## src/mau_pkg.sv

```systemverilog
// Constants, register map and carrier types of the multiply accumulate unit.
// Assumes a 32-bit AXI4-Lite register bus and one 100 MHz system clock.
package mau_pkg;

  // ------------------------------------------------------------------
  // Bus and register map
  // ------------------------------------------------------------------
  localparam int         ADDR_W       = 8;
  localparam int         DATA_W       = 32;
  localparam int         STRB_W       = 4;
  localparam logic [7:0] OFS_CONFIG   = 8'h00;
  localparam logic [7:0] OFS_OPA      = 8'h04;
  localparam logic [7:0] OFS_OPB      = 8'h08;
  localparam logic [7:0] OFS_STATUS   = 8'h0c;
  localparam logic [7:0] OFS_ACC_LO   = 8'h10;
  localparam logic [7:0] OFS_ACC_HI   = 8'h14;
  localparam logic [7:0] OFS_ROUND    = 8'h18;
  localparam logic [7:0] OFS_IRQ_STAT = 8'h1c;
  localparam logic [7:0] OFS_IRQ_MASK = 8'h20;
  localparam logic [1:0] RESP_OKAY    = 2'h0;
  localparam logic [1:0] RESP_SLVERR  = 2'h2;

  // ------------------------------------------------------------------
  // Datapath widths
  // ------------------------------------------------------------------
  localparam int OPND_W   = 16;
  localparam int PROD_W   = 32;
  localparam int ACC_W    = 40;
  localparam int RND_W    = 16;
  localparam int GUARD_W  = ACC_W - PROD_W;
  localparam int SOFT_MSB = 31;
  localparam int RND_LSB  = 16;

  // ------------------------------------------------------------------
  // Rounding constants
  // ------------------------------------------------------------------
  localparam logic [ACC_W-1:0] RND_BIAS = 40'h00_0000_8000;
  localparam logic [RND_W-1:0] SAT_POS  = 16'h7fff;
  localparam logic [RND_W-1:0] SAT_NEG  = 16'h8000;

  // ------------------------------------------------------------------
  // Interrupt events
  // ------------------------------------------------------------------
  localparam int IRQ_W          = 3;
  localparam int IRQ_OP_DONE    = 0;
  localparam int IRQ_HI_OVF     = 1;
  localparam int IRQ_SHIFT_DONE = 2;

  // ------------------------------------------------------------------
  // Carrier types
  // ------------------------------------------------------------------
  typedef struct packed {
    logic shift_cmd;
    logic shift_dir;
    logic clr_acc;
    logic rsv;
    logic sat_en;
    logic mult_only;
  } mau_cfg_s;

  typedef struct packed {
    logic high_ovf;
    logic soft_ovf;
    logic negative;
    logic zero;
  } mau_flags_s;

  localparam int         CFG_W       = $bits(mau_cfg_s);
  localparam int         FLAGS_W     = $bits(mau_flags_s);
  localparam mau_cfg_s   CFG_RESET   = '0;
  localparam mau_flags_s FLAGS_RESET = '0;

endpackage : mau_pkg

```

## src/mau_mult.sv

```systemverilog
// Signed operand multiplier of the multiply accumulate unit.
// Assumes the caller registers the product; purely combinational.
module mau_mult
  import mau_pkg::*;
#(
  parameter int IN_W  = OPND_W,
  parameter int OUT_W = PROD_W
) (
  input  wire logic [IN_W-1:0]  i_a,
  input  wire logic [IN_W-1:0]  i_b,
  output logic      [OUT_W-1:0] o_prod
);

  logic [OUT_W-1:0] a_ext;
  logic [OUT_W-1:0] b_ext;

  // ------------------------------------------------------------------
  // Two's complement product
  // ------------------------------------------------------------------
  always_comb begin
    a_ext  = {{(OUT_W-IN_W){i_a[IN_W-1]}}, i_a};
    b_ext  = {{(OUT_W-IN_W){i_b[IN_W-1]}}, i_b};
    o_prod = a_ext * b_ext;
  end

endmodule : mau_mult

```

## src/mau_round.sv

```systemverilog
// Rounding and optional saturation of the accumulator to 16 bits.
// Assumes the caller registers the result; purely combinational.
module mau_round
  import mau_pkg::*;
(
  input  wire logic [ACC_W-1:0] i_acc,
  input  wire logic             i_sat_en,
  output logic      [RND_W-1:0] o_rnd
);

  logic [ACC_W-1:0] biased;
  logic             out_range;

  // ------------------------------------------------------------------
  // Round half up, clamp when enabled
  // ------------------------------------------------------------------
  always_comb begin
    biased    = i_acc + RND_BIAS;
    out_range = ~((&biased[ACC_W-1:SOFT_MSB]) | ~(|biased[ACC_W-1:SOFT_MSB]));
    if (i_sat_en && out_range) begin
      o_rnd = i_acc[ACC_W-1] ? SAT_NEG : SAT_POS;
    end else begin
      o_rnd = biased[SOFT_MSB:RND_LSB];
    end
  end

endmodule : mau_round

```

## src/mau_top.sv

```systemverilog
// Multiply accumulate unit: AXI4-Lite registers, three-stage pipeline,
// accumulator shift, flags and a masked level interrupt.
// Assumes one clock and an asynchronous active-low reset.
//
// Overview of operation
// - Config bit 0 low selects accumulate mode, high selects multiply-only.
// - Accumulate mode adds the signed A times B product to the 40-bit accumulator.
// - Only a write to the low byte of operand B starts an operation.
// - Three pipeline stages of one cycle each; multiply in the first cycle.
// - Stage two adds the product and stores the sum into the accumulator.
// - Status flags update at the end of stage two.
// - A new start may be taken while stage two of the last one runs.
// - Rounded, optionally saturated, result lands in the round register after stage three.
// - Clear bit at start zeroes accumulator and flags next cycle, then self-clears.
// - Multiply-only overwrites the accumulator; product readable two cycles after start.
// - Multiply-only mode leaves the high overflow flag untouched.
// - Shift command shifts in one cycle, round one cycle later, command self-clears.
// - Shift direction low shifts left, high shifts right.
// - Right shift fills the top bit with accumulator bit 39.
// - Shifts leave every status flag unchanged.
//
// Decided for this implementation: the AXI4-Lite slave port and the address map.
module mau_top
  import mau_pkg::*;
(
  input  wire logic              I_CLK,
  input  wire logic              I_RESETN,
  input  wire logic [ADDR_W-1:0] I_AWADDR,
  input  wire logic              I_AWVALID,
  output logic                   O_AWREADY,
  input  wire logic [DATA_W-1:0] I_WDATA,
  input  wire logic [STRB_W-1:0] I_WSTRB,
  input  wire logic              I_WVALID,
  output logic                   O_WREADY,
  output logic      [1:0]        O_BRESP,
  output logic                   O_BVALID,
  input  wire logic              I_BREADY,
  input  wire logic [ADDR_W-1:0] I_ARADDR,
  input  wire logic              I_ARVALID,
  output logic                   O_ARREADY,
  output logic      [DATA_W-1:0] O_RDATA,
  output logic      [1:0]        O_RRESP,
  output logic                   O_RVALID,
  input  wire logic              I_RREADY,
  output logic                   O_IRQ
);

  // ------------------------------------------------------------------
  // Declarations
  // ------------------------------------------------------------------
  logic                aw_full_reg, aw_full_next;
  logic [ADDR_W-1:0]   aw_addr_reg, aw_addr_next;
  logic                w_full_reg,  w_full_next;
  logic [DATA_W-1:0]   w_data_reg,  w_data_next;
  logic [STRB_W-1:0]   w_strb_reg,  w_strb_next;
  logic                bvalid_reg,  bvalid_next;
  logic [1:0]          bresp_reg,   bresp_next;
  logic                rvalid_reg,  rvalid_next;
  logic [DATA_W-1:0]   rdata_reg,   rdata_next;
  logic [1:0]          rresp_reg,   rresp_next;

  mau_cfg_s            cfg_reg,     cfg_next;
  mau_flags_s          flags_reg,   flags_next;
  logic [OPND_W-1:0]   opa_reg,     opa_next;
  logic [OPND_W-1:0]   opb_reg,     opb_next;
  logic                st_reg,      st_next;
  logic                st_mo_reg,   st_mo_next;
  logic                st_clr_reg,  st_clr_next;
  logic                s1_reg,      s1_next;
  logic                s1_mo_reg,   s1_mo_next;
  logic [PROD_W-1:0]   prod_reg,    prod_next;
  logic [ACC_W-1:0]    acc_reg,     acc_next;
  logic                rupd_reg,    rupd_next;
  logic [RND_W-1:0]    rnd_reg,     rnd_next;
  logic [IRQ_W-1:0]    istat_reg,   istat_next;
  logic [IRQ_W-1:0]    imask_reg,   imask_next;

  logic [ADDR_W-1:0]   wa;
  logic                do_wr;
  logic                wr_hit;
  logic [DATA_W-1:0]   rd_data;
  logic                rd_hit;
  logic [PROD_W-1:0]   prod_comb;
  logic [RND_W-1:0]    rnd_comb;
  logic [ACC_W:0]      sum_w;
  logic [ACC_W-1:0]    sum;
  logic                hov;
  logic                clr_now;
  logic                shift_go;
  logic [IRQ_W-1:0]    ev;

  // ------------------------------------------------------------------
  // Arithmetic helpers
  // ------------------------------------------------------------------
  mau_mult #(
    .IN_W  (OPND_W),
    .OUT_W (PROD_W)
  ) u_mult (
    .i_a    (opa_reg),
    .i_b    (opb_reg),
    .o_prod (prod_comb)
  );

  mau_round u_round (
    .i_acc    (acc_reg),
    .i_sat_en (cfg_reg.sat_en),
    .o_rnd    (rnd_comb)
  );

  // ------------------------------------------------------------------
  // Bus handshake
  // ------------------------------------------------------------------
  assign O_AWREADY = ~aw_full_reg & ~bvalid_reg;
  assign O_WREADY  = ~w_full_reg & ~bvalid_reg;
  assign O_ARREADY = ~rvalid_reg;
  assign O_BVALID  = bvalid_reg;
  assign O_BRESP   = bresp_reg;
  assign O_RVALID  = rvalid_reg;
  assign O_RDATA   = rdata_reg;
  assign O_RRESP   = rresp_reg;
  assign O_IRQ     = |(istat_reg & imask_reg);

  assign wa    = {aw_addr_reg[ADDR_W-1:2], 2'b00};
  assign do_wr = aw_full_reg & w_full_reg & ~bvalid_reg;

  always_comb begin
    case (wa)
      OFS_CONFIG, OFS_OPA, OFS_OPB, OFS_STATUS, OFS_ACC_LO,
      OFS_ACC_HI, OFS_ROUND, OFS_IRQ_STAT, OFS_IRQ_MASK: begin
        wr_hit = 1'b1;
      end
      default: begin
        wr_hit = 1'b0;
      end
    endcase
  end

  always_comb begin
    rd_hit  = 1'b1;
    rd_data = '0;
    case ({I_ARADDR[ADDR_W-1:2], 2'b00})
      OFS_CONFIG:   rd_data = DATA_W'(cfg_reg);
      OFS_OPA:      rd_data = DATA_W'(opa_reg);
      OFS_OPB:      rd_data = DATA_W'(opb_reg);
      OFS_STATUS:   rd_data = DATA_W'(flags_reg);
      OFS_ACC_LO:   rd_data = acc_reg[DATA_W-1:0];
      OFS_ACC_HI:   rd_data = DATA_W'(acc_reg[ACC_W-1:DATA_W]);
      OFS_ROUND:    rd_data = DATA_W'(rnd_reg);
      OFS_IRQ_STAT: rd_data = DATA_W'(istat_reg);
      OFS_IRQ_MASK: rd_data = DATA_W'(imask_reg);
      default:      rd_hit  = 1'b0;
    endcase
  end

  always_comb begin
    aw_full_next = aw_full_reg;
    aw_addr_next = aw_addr_reg;
    w_full_next  = w_full_reg;
    w_data_next  = w_data_reg;
    w_strb_next  = w_strb_reg;
    bvalid_next  = bvalid_reg;
    bresp_next   = bresp_reg;
    rvalid_next  = rvalid_reg;
    rdata_next   = rdata_reg;
    rresp_next   = rresp_reg;
    if (I_AWVALID && O_AWREADY) begin
      aw_full_next = 1'b1;
      aw_addr_next = I_AWADDR;
    end
    if (I_WVALID && O_WREADY) begin
      w_full_next = 1'b1;
      w_data_next = I_WDATA;
      w_strb_next = I_WSTRB;
    end
    if (do_wr) begin
      aw_full_next = 1'b0;
      w_full_next  = 1'b0;
      bvalid_next  = 1'b1;
      bresp_next   = wr_hit ? RESP_OKAY : RESP_SLVERR;
    end else if (bvalid_reg && I_BREADY) begin
      bvalid_next = 1'b0;
    end
    if (I_ARVALID && O_ARREADY) begin
      rvalid_next = 1'b1;
      rdata_next  = rd_data;
      rresp_next  = rd_hit ? RESP_OKAY : RESP_SLVERR;
    end else if (rvalid_reg && I_RREADY) begin
      rvalid_next = 1'b0;
    end
  end

  always_ff @(posedge I_CLK or negedge I_RESETN) begin
    if (!I_RESETN) begin
      aw_full_reg <= 1'b0;
      aw_addr_reg <= '0;
      w_full_reg  <= 1'b0;
      w_data_reg  <= '0;
      w_strb_reg  <= '0;
      bvalid_reg  <= 1'b0;
      bresp_reg   <= RESP_OKAY;
      rvalid_reg  <= 1'b0;
      rdata_reg   <= '0;
      rresp_reg   <= RESP_OKAY;
    end else begin
      aw_full_reg <= aw_full_next;
      aw_addr_reg <= aw_addr_next;
      w_full_reg  <= w_full_next;
      w_data_reg  <= w_data_next;
      w_strb_reg  <= w_strb_next;
      bvalid_reg  <= bvalid_next;
      bresp_reg   <= bresp_next;
      rvalid_reg  <= rvalid_next;
      rdata_reg   <= rdata_next;
      rresp_reg   <= rresp_next;
    end
  end

  // ------------------------------------------------------------------
  // Stage two sum and flags
  // ------------------------------------------------------------------
  always_comb begin
    if (s1_mo_reg) begin
      sum_w = {{(GUARD_W+1){prod_reg[PROD_W-1]}}, prod_reg};
    end else begin
      sum_w = {acc_reg[ACC_W-1], acc_reg}
            + {{(GUARD_W+1){prod_reg[PROD_W-1]}}, prod_reg};
    end
    sum = sum_w[ACC_W-1:0];
    hov = ~s1_mo_reg & (sum_w[ACC_W] ^ sum_w[ACC_W-1]);
  end

  assign clr_now  = st_reg & st_clr_reg;
  assign shift_go = cfg_reg.shift_cmd & ~s1_reg & ~clr_now;

  // ------------------------------------------------------------------
  // Configuration, operands and pipeline
  // ------------------------------------------------------------------
  always_comb begin
    cfg_next    = cfg_reg;
    opa_next    = opa_reg;
    opb_next    = opb_reg;
    flags_next  = flags_reg;
    acc_next    = acc_reg;
    prod_next   = prod_reg;
    rnd_next    = rnd_reg;
    imask_next  = imask_reg;
    ev          = '0;
    st_next     = 1'b0;
    st_mo_next  = st_mo_reg;
    st_clr_next = st_clr_reg;
    s1_next     = st_reg;
    s1_mo_next  = st_mo_reg;
    rupd_next   = 1'b0;
    if (st_reg) begin
      prod_next = prod_comb;
    end
    if (s1_reg) begin
      acc_next             = sum;
      flags_next.zero      = ~(|sum);
      flags_next.negative  = sum[ACC_W-1];
      flags_next.soft_ovf  = flags_reg.soft_ovf
                           | ~((&sum[ACC_W-1:SOFT_MSB]) | ~(|sum[ACC_W-1:SOFT_MSB]));
      if (!s1_mo_reg) begin
        flags_next.high_ovf = flags_reg.high_ovf | hov;
      end
      rupd_next             = 1'b1;
      ev[IRQ_OP_DONE]       = 1'b1;
      ev[IRQ_HI_OVF]        = hov;
    end
    if (clr_now) begin
      acc_next         = '0;
      flags_next       = FLAGS_RESET;
      cfg_next.clr_acc = 1'b0;
    end
    if (shift_go) begin
      if (cfg_reg.shift_dir) begin
        acc_next = {acc_reg[ACC_W-1], acc_reg[ACC_W-1:1]};
      end else begin
        acc_next = {acc_reg[ACC_W-2:0], 1'b0};
      end
      cfg_next.shift_cmd  = 1'b0;
      rupd_next           = 1'b1;
      ev[IRQ_SHIFT_DONE]  = 1'b1;
    end
    if (rupd_reg) begin
      rnd_next = rnd_comb;
    end
    if (do_wr && wa == OFS_CONFIG && w_strb_reg[0]) begin
      cfg_next     = mau_cfg_s'(w_data_reg[CFG_W-1:0]);
      cfg_next.rsv = 1'b0;
    end
    if (do_wr && wa == OFS_OPA) begin
      if (w_strb_reg[0]) opa_next[7:0]  = w_data_reg[7:0];
      if (w_strb_reg[1]) opa_next[15:8] = w_data_reg[15:8];
    end
    if (do_wr && wa == OFS_OPB) begin
      if (w_strb_reg[1]) opb_next[15:8] = w_data_reg[15:8];
      if (w_strb_reg[0]) begin
        opb_next[7:0] = w_data_reg[7:0];
        st_next       = 1'b1;
        st_mo_next    = cfg_reg.mult_only;
        st_clr_next   = cfg_reg.clr_acc;
      end
    end
    if (do_wr && wa == OFS_IRQ_MASK && w_strb_reg[0]) begin
      imask_next = w_data_reg[IRQ_W-1:0];
    end
  end

  // ------------------------------------------------------------------
  // Sticky interrupt status, set wins over clear
  // ------------------------------------------------------------------
  always_comb begin
    istat_next = istat_reg;
    if (do_wr && wa == OFS_IRQ_STAT && w_strb_reg[0]) begin
      istat_next = istat_reg & ~w_data_reg[IRQ_W-1:0];
    end
    istat_next = istat_next | ev;
  end

  always_ff @(posedge I_CLK or negedge I_RESETN) begin
    if (!I_RESETN) begin
      cfg_reg    <= CFG_RESET;
      flags_reg  <= FLAGS_RESET;
      opa_reg    <= '0;
      opb_reg    <= '0;
      st_reg     <= 1'b0;
      st_mo_reg  <= 1'b0;
      st_clr_reg <= 1'b0;
      s1_reg     <= 1'b0;
      s1_mo_reg  <= 1'b0;
      prod_reg   <= '0;
      acc_reg    <= '0;
      rupd_reg   <= 1'b0;
      rnd_reg    <= '0;
      istat_reg  <= '0;
      imask_reg  <= '0;
    end else begin
      cfg_reg    <= cfg_next;
      flags_reg  <= flags_next;
      opa_reg    <= opa_next;
      opb_reg    <= opb_next;
      st_reg     <= st_next;
      st_mo_reg  <= st_mo_next;
      st_clr_reg <= st_clr_next;
      s1_reg     <= s1_next;
      s1_mo_reg  <= s1_mo_next;
      prod_reg   <= prod_next;
      acc_reg    <= acc_next;
      rupd_reg   <= rupd_next;
      rnd_reg    <= rnd_next;
      istat_reg  <= istat_next;
      imask_reg  <= imask_next;
    end
  end

endmodule : mau_top
```

## config.mk

```make
export PLATFORM = sky130hd
export DESIGN_NAME = mau_top
export DESIGN_NICKNAME = d
export VERILOG_FILES = /design/src/mau_pkg.sv /design/src/mau_mult.sv /design/src/mau_round.sv /design/src/mau_top.sv
export SDC_FILE = /design/constraint.sdc
export NUM_CORES = 1
export LEC_CHECK = 0
export CAP_MARGIN = 40
export CORE_UTILIZATION = 30
export CTS_CLUSTER_SIZE = 40
export DETAILED_ROUTE_END_ITERATION = 10
export DONT_BUFFER_PORTS = 1
export HOLD_SLACK_MARGIN = 0.05
export PLACE_DENSITY = 0.52
export SLEW_MARGIN = 15
export SYNTH_ARGS = -nofsm -noshare
export SYNTH_HDL_FRONTEND = slang
export SYNTH_HIERARCHICAL = 1
export SYNTH_SLANG_ARGS = --single-unit
```

## constraint.sdc

```tcl
create_clock -name I_CLK -period 8 [get_ports I_CLK]
set_input_delay 0.4 -clock I_CLK [delete_from_list [all_inputs] [get_ports I_CLK]]
set_output_delay 0.4 -clock I_CLK [all_outputs]
set_load 0.01 [all_outputs]
```

==> flow_summary.json <==
{
  "status": "finished, final reports clean",
  "cts_resized": 0,
  "r2r_start": "opa_reg[15]",
  "synth_cell_types": 109,
  "dpl_cell_area_mm2": 0.02423,
  "syn_area_per_cell_um2": 9.061,
  "synth_most_common_cell": "inv_1",
  "reg2regPathDepth": 22,
  "ys_seq_area_share_pct": 21.87,
  "maxSlewHeadroom_pct": 26.62,
  "r2r_end": "prod_reg[30]",
  "syn2layout_area_growth_pct": 9.757,
  "irDropWorstVdd_mv": 0.1558,
  "hold_class": "in -> reg",
  "cts_num_sinks": 203,
  "drive_above_1_share_pct": 9.613,
  "yosys_register_bits": 203,
  "cp.required_ps": 8440,
  "clock_latency_ps": 560,
  "path_class": "reg -> reg",
  "antenna_found_initial": 0,
  "cp-start-kind": "flip-flop",
  "dpl.hpwl_mm": 53.81,
  "dpl.cell_count": 3510,
  "startpoint": "opa_reg[15]",
  "post_cts_buffers": 0,
  "numCtsBuffers": 26,
  "drt_wl_total_mm": 70.05,
  "largest_register_ffs": 40,
  "tightest_slew_ps": 1101,
  "finalMaxSlewViolations": 0,
  "async_flop_share_pct": 100.0,
  "finalSetupViolCount": 0,
  "cts_tree": "yes",
  "ys_warn_count": 6,
  "period_needed_ps": 7072,
  "drc": 0,
  "synth_top_area_share_pct": 22.67,
  "yosysTopAreaCell": "fa_1",
  "die_w_um": 280.2,
  "crit_end": "prod_reg[30]",
  "grt_overflow": 0,
  "power_density_mw_per_mm2": 231.3,
  "finClkSkew_ps": 11.63,
  "min_period_over_period_pct": 88.41,
  "stdcell_area_mm2": 0.02549,
  "track_usage_pct": 17.99,
  "clock-root-buffer": "clkbuf_16",
  "path_cells": "nand2_1 > inv_1 > fa_1 > inv_1 > fa_1 > inv_1 > fa_1 > fa_1 > fa_1 > inv_1 > fa_1 > inv_1 > ha_1 > nand4_1 > nor2_1 > nand4_1 > a31oi_1 > o2111ai_1 > nand4b_1 > a31oi_1 > xnor2_1 > mux2_2",
  "portBuffers": 0,
  "synth_ff_type": "dfrtp_1",
  "wire_per_inst_um": 19.50,
  "dr_total_vias": 18360,
  "clk_pin_slew_ps": 60,
  "critPathMaxStageDelay_ps": 900,
  "grt_pass1_vias": 19160,
  "arrival_ps": 7510,
  "syn_area_mm2": 0.02322,
  "die_height_um": 280.2,
  "io_pins": 101,
  "antenna_left": 0,
  "final_net_count": 2986,
  "max_freq_mhz": 141.4,
  "place_congestion": 0.9314,
  "drtPass1Iterations": 5,
  "grt_max_degree": 204,
  "initial_core_util_pct": 30.43,
  "reg2reg_slack_ps": 930,
  "hold_depth": 2,
  "clockBufferDepth": 3,
  "drt_iter0_drc": 1487,
  "maxCapViolCount": 0,
  "crit_top_cell": "fa_1",
  "synth_commonest_cells": "inv_1, nand2_1, fa_1",
  "rsz0062_at_grt": "no",
  "cp-end-kind": "flip-flop",
  "stdcell_count": 3592,
  "grt_pass1_wl_mm": 110.9,
  "critPathMaxFanout": 18,
  "syn_inst": 2563,
  "vias_per_cell": 5.111,
  "finalHoldViolCount": 0,
  "synth_edf_count": 0,
  "rows": 101,
  "core_mm2": 0.07633,
  "setup-tns-final_ps": 0,
  "p_leak_nw": 12.01,
  "cp_slowest_cell": "dfrtp_1",
  "die_area_mm2": 0.07853,
  "cts_max_level": 1,
  "cts_hold_buf": 29,
  "synthTopCellsByArea": "fa_1, dfrtp_1, ha_1, inv_1, mux2_2"
}
routing by layer:
metal / vias to the layer above / track usage (%) / routed length, um
li1: 8467 / - / -
met2: 530 / 29.65 / 32630
met3: 95 / 1.974 / 3534
met4: 0 / 4.316 / 1565
met1: 9265 / 25.08 / 32320
met5: - / 0 / 0
worst min-delay path by stage:
stage                     slack, ps   startpoint          end
after detailed placement        110     I_RESETN     O_RVALID
after floorplan                 100     I_RESETN   O_BRESP[1]
after global placement          110     I_RESETN  O_RDATA[19]
after global routing            190  I_ARADDR[6]   O_RRESP[1]
after CTS                       160  I_ARADDR[6]   O_RRESP[1]
final                           180  I_ARADDR[6]   O_RRESP[1]
critical path: cells and delay by family, from the launching register on:
family          cells  cell delay [ps]
compound gates      3              740
xor+xnor            1              140
fa+ha+maj           7             3310
buf+inv             5              610
flops               1              900
mux                 1              260
simple gates        5              980
power breakdown:
| group | total, W | internal [W] | switching [W] |
|---|---|---|---|
| Combinational | 0.00269 | 0.00112 | 0.00156 |
| Sequential | 0.00198 | 0.00127 | 0.000706 |
| Clock | 0.00123 | 0.000743 | 0.000483 |
| Total | 0.00590 | 0.00314 | 0.00275 |
area by class of cell:
cell class                      instances  area, um^2
Inverter                              360        1351
Fill cell                            7957       50840
Tap cell                             1030        1289
Clock inverter                         15       196.4
Clock buffer                           31       689.4
Multi-Input combinational cell       1882       16220
Antenna cell                            3       7.507
Sequential cell                       203        5085
Timing Repair Buffer                   68       649.4
through the flow:
step / power [W] / hold slack [ps] / setup WS (ps) / utilization (%)
floorplan: 0.003649 / 104.4 / 1566 / -
global placement: 0.004586 / 108.5 / 931.5 / 31.68
detailed placement: 0.004641 / 108.8 / 905.9 / 31.74
CTS: 0.005931 / 155.7 / 835.4 / 33.31
global route: 0.006326 / 189.5 / 427.0 / 33.38
finish: 0.005896 / 179.4 / 927.6 / 33.39
cell usage in the layout, fill, tap and decap left out, drive strengths merged, types with 14 or more instances in the layout:
master / count
nand2: 306
a31oi: 20
ha: 123
inv: 359
a21o: 26
nor3: 29
xnor2: 46
o21a: 21
o211ai: 14
a21oi: 118
fa: 263
mux2i: 63
mux2: 106
clkbuf: 31
dlygate4sd3: 28
xor2: 24
dfrtp: 203
o21ai: 119
nand2b: 14
and2: 141
buf: 40
nand3: 35
a211oi: 38
nand4: 23
a221oi: 14
and3: 14
nor2: 154
kinds of logic after synthesis:
| group | Yosys count | synth area share [%] |
|---|---|---|
| flops | 203 | 21.87 |
| mux | 169 | 7.855 |
| other cells | 1 | 0.01615 |
| buf+inv | 479 | 8.324 |
| compound gates | 470 | 13.51 |
| simple gates | 785 | 16.48 |
| fa+ha+maj | 386 | 29.30 |
| xor+xnor | 70 | 2.640 |
No activity file was read; power rests on OpenSTA's default activity.
